File: config.mk
export PLATFORM = sky130hd
export DESIGN_NAME = transceiver_status_register
export DESIGN_NICKNAME = d
export VERILOG_FILES = /design/src/tsr_pkg.sv /design/src/sync_stage.sv /design/src/flag_cell.sv /design/src/transceiver_status_register.sv
export SDC_FILE = /design/constraint.sdc
export NUM_CORES = 1
export LEC_CHECK = 0
export CAP_MARGIN = 30
export CELL_PAD_IN_SITES_DETAIL_PLACEMENT = 0
export CELL_PAD_IN_SITES_GLOBAL_PLACEMENT = 1
export CORE_MARGIN = 2
export CORE_UTILIZATION = 40
export DETAILED_ROUTE_END_ITERATION = 16
export DONT_BUFFER_PORTS = 1
export PLACE_DENSITY = 0.67
export SYNTH_ARGS = -nofsm -noshare
export SYNTH_HDL_FRONTEND = slang
export SYNTH_HIERARCHICAL = 1
export SYNTH_SLANG_ARGS = --single-unit
export TNS_END_PERCENT = 20
File: constraint.sdc
create_clock -name clk_i -period 2.9 [get_ports clk_i]
set_clock_uncertainty 0.05 [all_clocks]
set_input_delay 0.145 -clock clk_i [delete_from_list [all_inputs] [get_ports clk_i]]
set_output_delay 0.145 -clock clk_i [all_outputs]
set_load 0.01 [all_outputs]
File: src/tsr_pkg.sv
package tsr_pkg;

    // ------------------------------------------------------------
    // Status word layout
    // ------------------------------------------------------------
    localparam int WORD_W = 16;
    localparam int BIT_WAKE = 0;
    localparam int BIT_MODE = 1;
    localparam int BIT_GUARD = 2;
    localparam int BIT_RX = 3;
    localparam int BIT_PWR = 4;
    localparam int BIT_BUS = 5;
    localparam int BIT_OTEMP = 6;
    localparam int BIT_TXTO = 7;
    localparam int BIT_VCCUV = 8;
    localparam int BIT_VIOUV = 9;
    localparam int BIT_SPIERR = 10;
    localparam int BIT_WARN = 11;
    localparam int BIT_SUM = 12;
    localparam int BIT_RSV_HI = 13;
    localparam int BIT_RSV_LO = 14;
    localparam int BIT_PAR = 15;

    // Bits held by a latch cell, and bits that feed the summary flag
    localparam logic [WORD_W-1:0] LATCH_MASK = 16'h0ff5;
    localparam logic [WORD_W-1:0] ERR_MASK = 16'h07e4;
    localparam logic RSV_HI_VAL = 1'h1;
    localparam logic RSV_LO_VAL = 1'h0;

    // ------------------------------------------------------------
    // Serial frame and timing
    // ------------------------------------------------------------
    localparam int CNT_W = 5;
    localparam logic [CNT_W-1:0] FRAME_BITS = 5'h10;
    localparam logic [CNT_W-1:0] CNT_SAT = 5'h11;
    localparam int CLK_PERIOD_NS = 100;
    localparam int READOUT_TIME_NS = 2000000;
    localparam int READOUT_CYCLES = READOUT_TIME_NS / CLK_PERIOD_NS;
    localparam int TIMER_W = 16;

    typedef enum logic [1:0] {
        SPI_IDLE,
        SPI_SHIFT,
        SPI_FLOAT
    } spi_state_t;

endpackage

File: src/sync_stage.sv
`timescale 1ns/1ps

// ------------------------------------------------------------
// Two-flop synchroniser for pins from outside the clock domain
// ------------------------------------------------------------
module sync_stage #(
    parameter int W = 1,
    parameter logic [W-1:0] INIT = '0
) (
    // Clock and control
    input wire logic clk_i,
    input wire logic reset_i,
    input wire logic ce_i,
    // Data
    input wire logic [W-1:0] async_i,
    output logic [W-1:0] sync_o
);

    logic [W-1:0] meta;

    // First stage feeds only the second stage
    always_ff @(posedge clk_i) begin
        if (reset_i) begin
            meta <= INIT;
            sync_o <= INIT;
        end else if (ce_i) begin
            meta <= async_i;
            sync_o <= meta;
        end
    end

endmodule

File: src/flag_cell.sv
`timescale 1ns/1ps

// ------------------------------------------------------------
// One latched event flag, held high internally while set
// ------------------------------------------------------------
module flag_cell (
    // Clock and control
    input wire logic clk_i,
    input wire logic reset_i,
    input wire logic ce_i,
    // Event and clear
    input wire logic cond_i,
    input wire logic clear_i,
    output logic latched_o
);

    // Set beats clear, so a persisting condition keeps the flag
    always_ff @(posedge clk_i) begin
        if (reset_i) begin
            latched_o <= 1'h0;
        end else if (ce_i) begin
            if (cond_i) begin
                latched_o <= 1'h1;
            end else if (clear_i) begin
                latched_o <= 1'h0;
            end
        end
    end

    property p_persist;
        @(posedge clk_i) disable iff (reset_i)
        (ce_i && cond_i && clear_i) |=> latched_o;
    endproperty
    a_persist: assert property (p_persist)
        else $error("flag cleared while its condition persists");

    property p_hold;
        @(posedge clk_i) disable iff (reset_i)
        (ce_i && latched_o && !clear_i) |=> latched_o;
    endproperty
    a_hold: assert property (p_hold)
        else $error("latched flag dropped without a clear");

endmodule

File: src/transceiver_status_register.sv
`timescale 1ns/1ps

module transceiver_status_register #(
    parameter int READOUT_CYCLES = tsr_pkg::READOUT_CYCLES
) (
    // Clock, reset, enable
    input wire logic clk_i,
    input wire logic reset_i,
    input wire logic ce_i,
    // Serial port pins
    input wire logic serial_select_n_i,
    input wire logic sclk_i,
    output logic serial_out_o,
    output logic serial_out_oe_n_o,
    // Control pins
    input wire logic standby_control_n_i,
    input wire logic guardian_enable_i,
    output logic error_out_n_o,
    // Mode sequencer, same clock
    input wire logic active_normal_mode_i,
    input wire logic mode_change_i,
    // Event detectors, same clock, active high
    input wire logic wake_event_i,
    input wire logic power_on_event_i,
    input wire logic bus_error_i,
    input wire logic overtemp_i,
    input wire logic tx_timeout_i,
    input wire logic vcc_uv_i,
    input wire logic vio_uv_i,
    input wire logic temp_warn_i,
    input wire logic rx_activity_flag_i
);

    localparam logic [tsr_pkg::TIMER_W-1:0] TIMER_LAST =
        tsr_pkg::TIMER_W'(READOUT_CYCLES - 1);

    // ------------------------------------------------------------
    // Pin synchronisers
    // ------------------------------------------------------------
    logic cs_s;
    logic sclk_s;
    logic stby_s;
    logic guard_s;

    // Idle levels: select high, clock low, standby and guardian high
    sync_stage #(.W(4), .INIT(4'hb)) u_sync (
        .clk_i(clk_i),
        .reset_i(reset_i),
        .ce_i(ce_i),
        .async_i({serial_select_n_i, sclk_i, standby_control_n_i,
                  guardian_enable_i}),
        .sync_o({cs_s, sclk_s, stby_s, guard_s})
    );

    // Delayed copies give edges without touching the first stage
    logic cs_q;
    logic sclk_q;
    logic vio_q;

    always_ff @(posedge clk_i) begin
        if (reset_i) begin
            cs_q <= 1'h1;
            sclk_q <= 1'h0;
            vio_q <= 1'h0;
        end else if (ce_i) begin
            cs_q <= cs_s;
            sclk_q <= sclk_s;
            vio_q <= vio_uv_i;
        end
    end

    logic cs_fall;
    logic sclk_rise;
    logic vio_recover;

    assign cs_fall = cs_q & ~cs_s;
    assign sclk_rise = sclk_s & ~sclk_q;
    assign vio_recover = vio_q & ~vio_uv_i;

    // ------------------------------------------------------------
    // Event conditions and latched flags
    // ------------------------------------------------------------
    logic good_read;
    logic spi_err_evt;
    logic clear_evt;
    logic summary;
    logic [tsr_pkg::WORD_W-1:0] cond;
    logic [tsr_pkg::WORD_W-1:0] clr;
    logic [tsr_pkg::WORD_W-1:0] latched;

    // Clear on host mode change or a clean read-out
    assign clear_evt = mode_change_i | good_read;

    // Wake-ups only count while in standby
    always_comb begin
        cond = '0;
        cond[tsr_pkg::BIT_WAKE] = wake_event_i & ~active_normal_mode_i;
        cond[tsr_pkg::BIT_GUARD] = active_normal_mode_i & ~guard_s;
        cond[tsr_pkg::BIT_PWR] = power_on_event_i;
        cond[tsr_pkg::BIT_BUS] = bus_error_i;
        cond[tsr_pkg::BIT_OTEMP] = overtemp_i;
        cond[tsr_pkg::BIT_TXTO] = tx_timeout_i;
        cond[tsr_pkg::BIT_VCCUV] = vcc_uv_i;
        cond[tsr_pkg::BIT_VIOUV] = vio_uv_i;
        cond[tsr_pkg::BIT_SPIERR] = spi_err_evt;
        cond[tsr_pkg::BIT_WARN] = temp_warn_i;
    end

    // The reference flag drops on recovery, leaving the summary set
    always_comb begin
        clr = {tsr_pkg::WORD_W{clear_evt}};
        clr[tsr_pkg::BIT_VIOUV] = clear_evt | vio_recover;
    end

    genvar gi;
    generate
        for (gi = 0; gi < tsr_pkg::WORD_W; gi++) begin : g_flag
            if (tsr_pkg::LATCH_MASK[gi]) begin : g_cell
                flag_cell u_cell (
                    .clk_i(clk_i),
                    .reset_i(reset_i),
                    .ce_i(ce_i),
                    .cond_i(cond[gi]),
                    .clear_i(clr[gi]),
                    .latched_o(latched[gi])
                );
            end else begin : g_none
                assign latched[gi] = 1'h0;
            end
        end
    endgenerate

    // Summary flag, set by any contributing error, set beats clear
    always_ff @(posedge clk_i) begin
        if (reset_i) begin
            summary <= 1'h0;
        end else if (ce_i) begin
            if (|(cond & tsr_pkg::ERR_MASK)) begin
                summary <= 1'h1;
            end else if (clear_evt) begin
                summary <= 1'h0;
            end
        end
    end

    // ------------------------------------------------------------
    // Status word assembly
    // ------------------------------------------------------------
    logic [tsr_pkg::WORD_W-1:0] status_word;

    // Internal flags are high-true; in the word they are active low, the mode bit is not inverted
    always_comb begin
        status_word = ~latched;
        status_word[tsr_pkg::BIT_MODE] = active_normal_mode_i;
        status_word[tsr_pkg::BIT_RX] = ~rx_activity_flag_i;
        status_word[tsr_pkg::BIT_SUM] = ~summary;
        status_word[tsr_pkg::BIT_RSV_HI] = tsr_pkg::RSV_HI_VAL;
        status_word[tsr_pkg::BIT_RSV_LO] = tsr_pkg::RSV_LO_VAL;
        status_word[tsr_pkg::BIT_PAR] =
            ~^status_word[tsr_pkg::BIT_PAR-1:0];
    end

    // ------------------------------------------------------------
    // Error pin
    // ------------------------------------------------------------
    // Follows the summary every cycle unless the standby pin is low, so a good read refreshes it
    always_ff @(posedge clk_i) begin
        if (reset_i) begin
            error_out_n_o <= 1'h1;
        end else if (ce_i) begin
            error_out_n_o <= ~(summary & stby_s);
        end
    end

    // ------------------------------------------------------------
    // Serial read-out engine
    // ------------------------------------------------------------
    tsr_pkg::spi_state_t state;
    logic [tsr_pkg::WORD_W-1:0] shreg;
    logic [tsr_pkg::CNT_W-1:0] bit_cnt;
    logic [tsr_pkg::TIMER_W-1:0] timer;
    logic frame_err;

    // Clock edges count only between select edges; the word is
    // frozen at the select fall so one frame reads a stable value
    always_ff @(posedge clk_i) begin
        if (reset_i) begin
            state <= tsr_pkg::SPI_IDLE;
            shreg <= '0;
            bit_cnt <= '0;
            timer <= '0;
            frame_err <= 1'h0;
            good_read <= 1'h0;
            spi_err_evt <= 1'h0;
            serial_out_o <= 1'h0;
            serial_out_oe_n_o <= 1'h1;
        end else if (ce_i) begin
            good_read <= 1'h0;
            spi_err_evt <= 1'h0;
            case (state)
                tsr_pkg::SPI_IDLE: begin
                    serial_out_oe_n_o <= 1'h1;
                    if (cs_fall) begin
                        state <= tsr_pkg::SPI_SHIFT;
                        shreg <= status_word;
                        serial_out_o <= 1'h0;
                        serial_out_oe_n_o <= 1'h0;
                        bit_cnt <= '0;
                        timer <= '0;
                        frame_err <= sclk_s;
                    end
                end
                tsr_pkg::SPI_SHIFT: begin
                    if (cs_s) begin
                        state <= tsr_pkg::SPI_IDLE;
                        serial_out_oe_n_o <= 1'h1;
                        if (bit_cnt == tsr_pkg::FRAME_BITS && !frame_err) begin
                            good_read <= 1'h1;
                        end else begin
                            spi_err_evt <= 1'h1;
                        end
                    end else if (timer == TIMER_LAST) begin
                        state <= tsr_pkg::SPI_FLOAT;
                        serial_out_oe_n_o <= 1'h1;
                        spi_err_evt <= 1'h1;
                    end else begin
                        timer <= timer + 1'h1;
                        if (sclk_rise) begin
                            serial_out_o <= shreg[tsr_pkg::WORD_W-1];
                            shreg <= {shreg[tsr_pkg::WORD_W-2:0], 1'h0};
                            if (bit_cnt != tsr_pkg::CNT_SAT) begin
                                bit_cnt <= bit_cnt + 1'h1;
                            end
                        end
                    end
                end
                tsr_pkg::SPI_FLOAT: begin
                    serial_out_oe_n_o <= 1'h1;
                    if (cs_s) begin
                        state <= tsr_pkg::SPI_IDLE;
                    end
                end
                default: begin
                    state <= tsr_pkg::SPI_IDLE;
                end
            endcase
        end
    end

    // ------------------------------------------------------------
    // Checks
    // ------------------------------------------------------------
    property p_capture;
        @(posedge clk_i) disable iff (reset_i)
        (ce_i && state == tsr_pkg::SPI_IDLE && cs_fall) |=>
            (shreg[tsr_pkg::BIT_RSV_HI] && !shreg[tsr_pkg::BIT_RSV_LO]
             && shreg[tsr_pkg::BIT_PAR] == ~^shreg[tsr_pkg::BIT_PAR-1:0]);
    endproperty
    a_capture: assert property (p_capture)
        else $error("captured word has bad reserved or parity bits");

    property p_err_pin;
        @(posedge clk_i) disable iff (reset_i)
        (ce_i && summary && stby_s) |=> !error_out_n_o;
    endproperty
    a_err_pin: assert property (p_err_pin)
        else $error("error pin not low with summary set");

    property p_float_idle;
        @(posedge clk_i) disable iff (reset_i)
        (ce_i && cs_s) |=> serial_out_oe_n_o;
    endproperty
    a_float_idle: assert property (p_float_idle)
        else $error("serial output driven with select high");

    property p_summary;
        @(posedge clk_i) disable iff (reset_i)
        (ce_i && |(cond & tsr_pkg::ERR_MASK)) |=> summary;
    endproperty
    a_summary: assert property (p_summary)
        else $error("error did not set the summary flag");

    property p_timeout;
        @(posedge clk_i) disable iff (reset_i)
        (ce_i && state == tsr_pkg::SPI_SHIFT && !cs_s
            && timer == TIMER_LAST)
            |=> serial_out_oe_n_o && spi_err_evt ##1 summary;
    endproperty
    a_timeout: assert property (p_timeout)
        else $error("read-out timeout not handled");

    property p_early_cs;
        @(posedge clk_i) disable iff (reset_i)
        (ce_i && state == tsr_pkg::SPI_IDLE && cs_fall && sclk_s)
            |=> frame_err;
    endproperty
    a_early_cs: assert property (p_early_cs)
        else $error("select fall with clock high not flagged");

    property p_mode;
        @(posedge clk_i) disable iff (reset_i)
        (ce_i && state == tsr_pkg::SPI_IDLE && cs_fall)
            |=> shreg[tsr_pkg::BIT_MODE] == $past(active_normal_mode_i);
    endproperty
    a_mode: assert property (p_mode)
        else $error("captured mode bit differs from actual mode");

    property p_no_summary;
        @(posedge clk_i) disable iff (reset_i)
        (ce_i && !summary && (cond & tsr_pkg::ERR_MASK) == '0
            && (wake_event_i || power_on_event_i || temp_warn_i))
            |=> !summary;
    endproperty
    a_no_summary: assert property (p_no_summary)
        else $error("non-error event set the summary flag");

    property p_rx;
        @(posedge clk_i) disable iff (reset_i)
        (ce_i && state == tsr_pkg::SPI_IDLE && cs_fall)
            |=> shreg[tsr_pkg::BIT_RX] == ~$past(rx_activity_flag_i);
    endproperty
    a_rx: assert property (p_rx)
        else $error("activity bit not live");

endmodule

# Word level (Yosys, flattened, before mapping)
# Index checks and enable logic that the tools add are counted.
[word_totals] ff_bits=67 input_bits=18 output_inout_bits=3 wordCells=141
[op_classes] addsub=2 eq_ne=12 muxes=49 bitwise=17 n_reduce_logical=35
[op_table] operator="16-bit 2-to-1 mux" count=7
[op_table] operator="16-bit one-hot mux with 2 select lines" count=2
[op_table] operator="1-bit 2-to-1 mux" count=27
[op_table] operator="5-bit 2-to-1 mux" count=5
[op_table] operator="2-bit nonzero test" count=12
[op_table] operator="2-bit AND reduction" count=11
[op_table] operator="16-bit by 1-bit adder with 16-bit output (second input constant)" count=1
[op_table] operator="16-bit by 15-bit == test with 1-bit output (second input constant)" count=1
[op_table] operator="15-bit XNOR reduction" count=1
[op_table] operator="12-bit NOT" count=1
[op_table] operator="2-bit != test (second input constant)" count=5
[op_table] operator="5-bit one-hot mux with 2 select lines" count=1
[op_table] operator="2-bit 2-to-1 mux" count=4
[op_table] operator="1-bit NOT" count=8
[op_table] operator="7-bit AND reduction" count=1
[op_table] operator="7-bit OR reduction" count=1
[op_table] operator="1-bit bitwise AND" count=6
[op_table] operator="2-bit one-hot mux with 3 select lines" count=1
[op_table] operator="3-bit AND reduction" count=2
[op_table] operator="6-bit AND reduction" count=1
[op_table] operator="5-bit by 1-bit adder with 5-bit output (second input constant)" count=1
[op_table] operator="5-bit == test (second input constant)" count=1
[op_table] operator="5-bit != test (second input constant)" count=1
[op_table] operator="5-bit AND reduction" count=1
[op_table] operator="other kinds (12)" count=13

# Depth between registers and ports, before layout
[depth] ltp_word=6 depth_mapped=8 depth_no_buf=7

# Hierarchy
# The synthesis kept the hierarchy.
[modules_own_cells] module="transceiver_status_register" n_inst=1 cells_each=316 area_each_um2=2593.7
[modules_own_cells] module="flag_cell" n_inst=10 cells_each=4 area_each_um2=42.5
[modules_own_cells] module="sync_stage" n_inst=1 cells_each=26 area_each_um2=310.3

# Worst setup path after synthesis
# No wires, ideal clock.
[synth_timing] path_kind="reg-to-reg" from="register timer[8] in the netlist's numbering" to="register spi_err_evt" setup_ns=0.071 arrival_ns=1.988 slack_ns=0.792 path_stages_with_launch=5 path_cell_list="dfxtp_1 or4_4 o41a_4 or4_1 a21oi_1"
[synth_via] elab_chain_cells=4
[synth_rtl] element="start: declaration" line_no="transceiver_status_register.sv:181" rtl="logic [tsr_pkg::TIMER_W-1:0] timer;"
[synth_rtl] element="start signal: assignment" line_no="transceiver_status_register.sv:227" rtl="timer <= timer + 1'h1;"
[synth_rtl] element="16-bit by 15-bit == test with 1-bit output" line_no="transceiver_status_register.sv:222" rtl="end else if (timer == TIMER_LAST) begin"
[synth_rtl] element="1-bit 2-to-1 mux" line_no="transceiver_status_register.sv:222"
[synth_rtl] element="1-bit 2-to-1 mux" line_no="transceiver_status_register.sv:214" rtl="if (cs_s) begin"
[synth_rtl] element="1-bit 2-to-1 mux" line_no="transceiver_status_register.sv:200" rtl="case (state)"
[synth_rtl] element="end signal: assignment" line_no="transceiver_status_register.sv:199" rtl="spi_err_evt <= 1'h0;"
[synth_rtl] element="end signal: assignment" line_no="transceiver_status_register.sv:220" rtl="spi_err_evt <= 1'h1;"
[synth_rtl] element="end signal: assignment" line_no="transceiver_status_register.sv:225" rtl="spi_err_evt <= 1'h1;"
[synth_rtl] element="end: declaration" line_no="transceiver_status_register.sv:84" rtl="logic spi_err_evt;"
# No other way between the ends.
# A chain may end at the register's enable or synchronous reset.

# Final worst setup path
[layout_timing] from="register timer[8] in the netlist's numbering" to="register timer[11] in the netlist's numbering"
[layout_via] elab_chain_cells=4 elab_cells_between_ends=7 cone_classes="1 x add/sub; 2 x eq/ne; 3 x mux; 1 x reduce/logical"
[layout_rtl] element="16-bit by 1-bit adder with 16-bit output" line_no="transceiver_status_register.sv:227"
[layout_rtl] element="16-bit 2-to-1 mux" line_no="transceiver_status_register.sv:222"
[layout_rtl] element="16-bit 2-to-1 mux" line_no="transceiver_status_register.sv:214"
[layout_rtl] element="16-bit one-hot mux with 2 select lines" line_no="transceiver_status_register.sv:200"
# Parallel ways exist; a longest one is shown, timed or not. The select of a mux whose other input is x is not followed.

==> results.txt <==
clock root buffer master = clkbuf_8
Sum Neg Setup Slack = 0 ps
Worst R2R End = timer[11]$_SDFFE_PP0P_
final period utilization = 0.795
family with the most delay on the worst path = compound AO/OA/AOI/OAI gates
Routability Congestion = 0.808
reg2reg path depth = 5
hold endpoint = g_flag[0].g_cell.u_cell/latched_o$_SDFFE_PP0P_
largest net degree at the start of global routing = 50
max-cap violations = 0
aggregate global-route resource usage = 0.184
Worst setup SP type = register
r2r setup slk = 600 ps
Crit path largest cell delay = 570 ps
arrival time of the worst setup path = 2490 ps
Bufs on Longest Clock Path = 2
Placement Rows = 33
placed cell areas = 3420 sq um
initial antenna violation count = 0
Fill cells = 784
Setup Slack @ Placement = 617 ps
area leader, netlist = dfxtp_1
Yosys warning total = 6
Syn Area/Cell = 8.72 sq um
final setup violation count = 0
fin nets = 435
CP Cell Sequence = or4_4, o41a_4, a21oi_4, nor4_1, o21a_1
Num CTS Buffers = 9
routed len/inst = 15.2 um
slowest CP cell = or4_4
Die X = 95.2 um
Antenna Diode Count = 0
Die H = 95.2 um
kind of critical path = reg2reg
RR Startpoint = timer[8]$_SDFFE_PP0P_
Slew Limit Fails = 0
area grow syn2layout = 17.6%
CTS tree = done
layout cells sized above 1 = 0.101
Die Area = 9070 sq um
finished layout cell area = 3920 sq um
DRT iter0 DRCs = 156
Hold Vio Cnt, Final = 0
worst skew pair latency = 340 ps
most area-consuming cells after synthesis = dfxtp_1 (40%), nand2_1 (5.5%), a21oi_1 (4.4%), o21ai_0 (3.5%), nand3_1 (3.2%)
Core Area = 8130 sq um
Final Critical Period = 2300 ps
Pwr Density = 535 nW/um^2
drt pass-1 iters = 5
worst-margin pin slew = 965 ps
Worst-path clk slew = 80 ps
Port Buf Inserts = 0
ANT nets after route = 0
Residual DRC = 0
Hold Path Class = in2reg
vias per cell = 5.44
fin util = 0.481
vias in the first global route = 2560
commonest cells after routing, fill and taps aside = dfxtp_1 (67), nand2_1 (49), a21oi_1 (29), nor2_1 (26), dlygate4sd3_1 (26)
Synth Register Bits = 67
Resize count post-CTS = 0
cell leakage power = 1.41 nW
grt ovf = 0
Distinct cells, synth = 53
sequential standard cell area = 1340 sq um
FMAX = 434 MHz
Worst setup EP type = register
most common cell after layout, fill and taps aside = dfxtp_1
WP data required = 3090 ps
multi-input logic area = 1860 sq um
global-route wire length before repair = 12900 um
Cells after Synth = 382
ys async rst share = 0
register area share after synthesis = 0.403
Hold Crit Start = wake_event_i
Initial Util = 0.409
Final WS setup = 595 ps
Synth Flop Type = dfxtp_1
Post-Route WL = 7900 um
Post-Syn Nets = 408
WP buf/inv = 0
Hold Crit Depth = 3
Synth top area share = 0.403
clock sink count = 67
critical path peak fanout = 18
total vias in the final route = 2824
CTS H-Tree Depth = 3
Post-Syn Area = 3330 sq um
status = complete, no violations
Post CTS Setup Buffer Count = 0
final cell count without fillers = 519
worst rel slew slack = 0.355
RSZ-0062 raised after global routing = no
Cells after DPL = 476
Final HPWL DP = 5010 um
IO Count = 21
Peak VDD IR = 0.292 mV
EDFF count, synth = 0
[state kept, by name, summed over array words and instances (netlist names), 2 cells and up]
signal and cells:
timer 16, u_sync/sync_o 4, state 2, shreg 16, u_sync/meta 4, g_flag.g_cell.u_cell/latched_o 10, bit_cnt 5
[per-stage QoR]
step	power [mW]	hold WS, ps
3_3_place_gp	1.24	162
4_1_cts	2.12	7.95
2_1_floorplan	1.20	157
3_5_place_dp	1.24	162
6_report	2.10	21.6
5_1_grt	2.18	21.6
[area by class of cell]
cell class | instances | share of cell area
repair buffers | 32 | 0.0812
clock buffers | 13 | 0.0431
inverters | 13 | 0.0125
well taps | 105 | 0.0335
clock inverters | 3 | 0.0115
multi-input cells | 286 | 0.476
flip-flops and latches | 67 | 0.342
[how the worst max path moves through the flow]
stage,startpoint,to,cells past startpoint
after floorplan,timer[8]$_SDFFE_PP0P_,spi_err_evt$_SDFFE_PP0P_,4
after global placement,timer[5]$_SDFFE_PP0P_,timer[11]$_SDFFE_PP0P_,5
after detailed placement,timer[8]$_SDFFE_PP0P_,timer[11]$_SDFFE_PP0P_,5
after CTS,timer[8]$_SDFFE_PP0P_,timer[11]$_SDFFE_PP0P_,5
after global routing,timer[8]$_SDFFE_PP0P_,timer[13]$_SDFFE_PP0P_,5
final,timer[8]$_SDFFE_PP0P_,timer[11]$_SDFFE_PP0P_,5
[cell families after synthesis]
logic type | after synthesis | synth area share
AOI/OAI and AO/OA | 99 | 0.210
DFF | 67 | 0.403
adders and majority gates | 8 | 0.0301
and+or+nand+nor | 152 | 0.232
muxes | 9 | 0.0274
xor gates and xnor gates | 18 | 0.0597
buffers and inverters | 29 | 0.0376
[synth_stat cells (4+ instances only)]
library cell,count
nand4_1,9
a21oi_1,29
nor4_1,8
nand3_1,21
a211o_1,6
o21ai_0,23
xnor2_1,11
ha_1,8
nor2b_1,4
nor3_1,5
or3_1,6
a21oi_2,10
nor2_1,26
a21bo_1,10
or4_1,4
xor2_1,4
nand2_1,49
inv_1,13
dfxtp_1,67
mux2i_1,8
clkbuf_1,11
[repair_timing]
item	CTS	global route
endpoints found under the hold margin	51	0
setup endpoints to repair	0	0
hold buffers	27	0
[worst register-to-register path: stages (launching register included)]
cell,delay [ps]
dfxtp_1,350
or4_4,570
o41a_4,560
a21oi_4,380
nor4_1,120
o21a_1,180
[per-layer routing]
metal  up-vias  global-route usage  share of wire
met5         -                   0              0
met2        55               0.263           0.43
li1       1423                   -              -
met3        10              0.0372          0.042
met1      1336               0.272           0.51
met4         0              0.0688          0.016
[power breakdown]
group	switching, mW	internal [mW]	total, mW
combinational	0.148	0.130	0.277
sequential	0.0305	0.959	0.989
clock	0.362	0.468	0.830
total	0.540	1.56	2.10
Power figures use the tool's default switching activity.
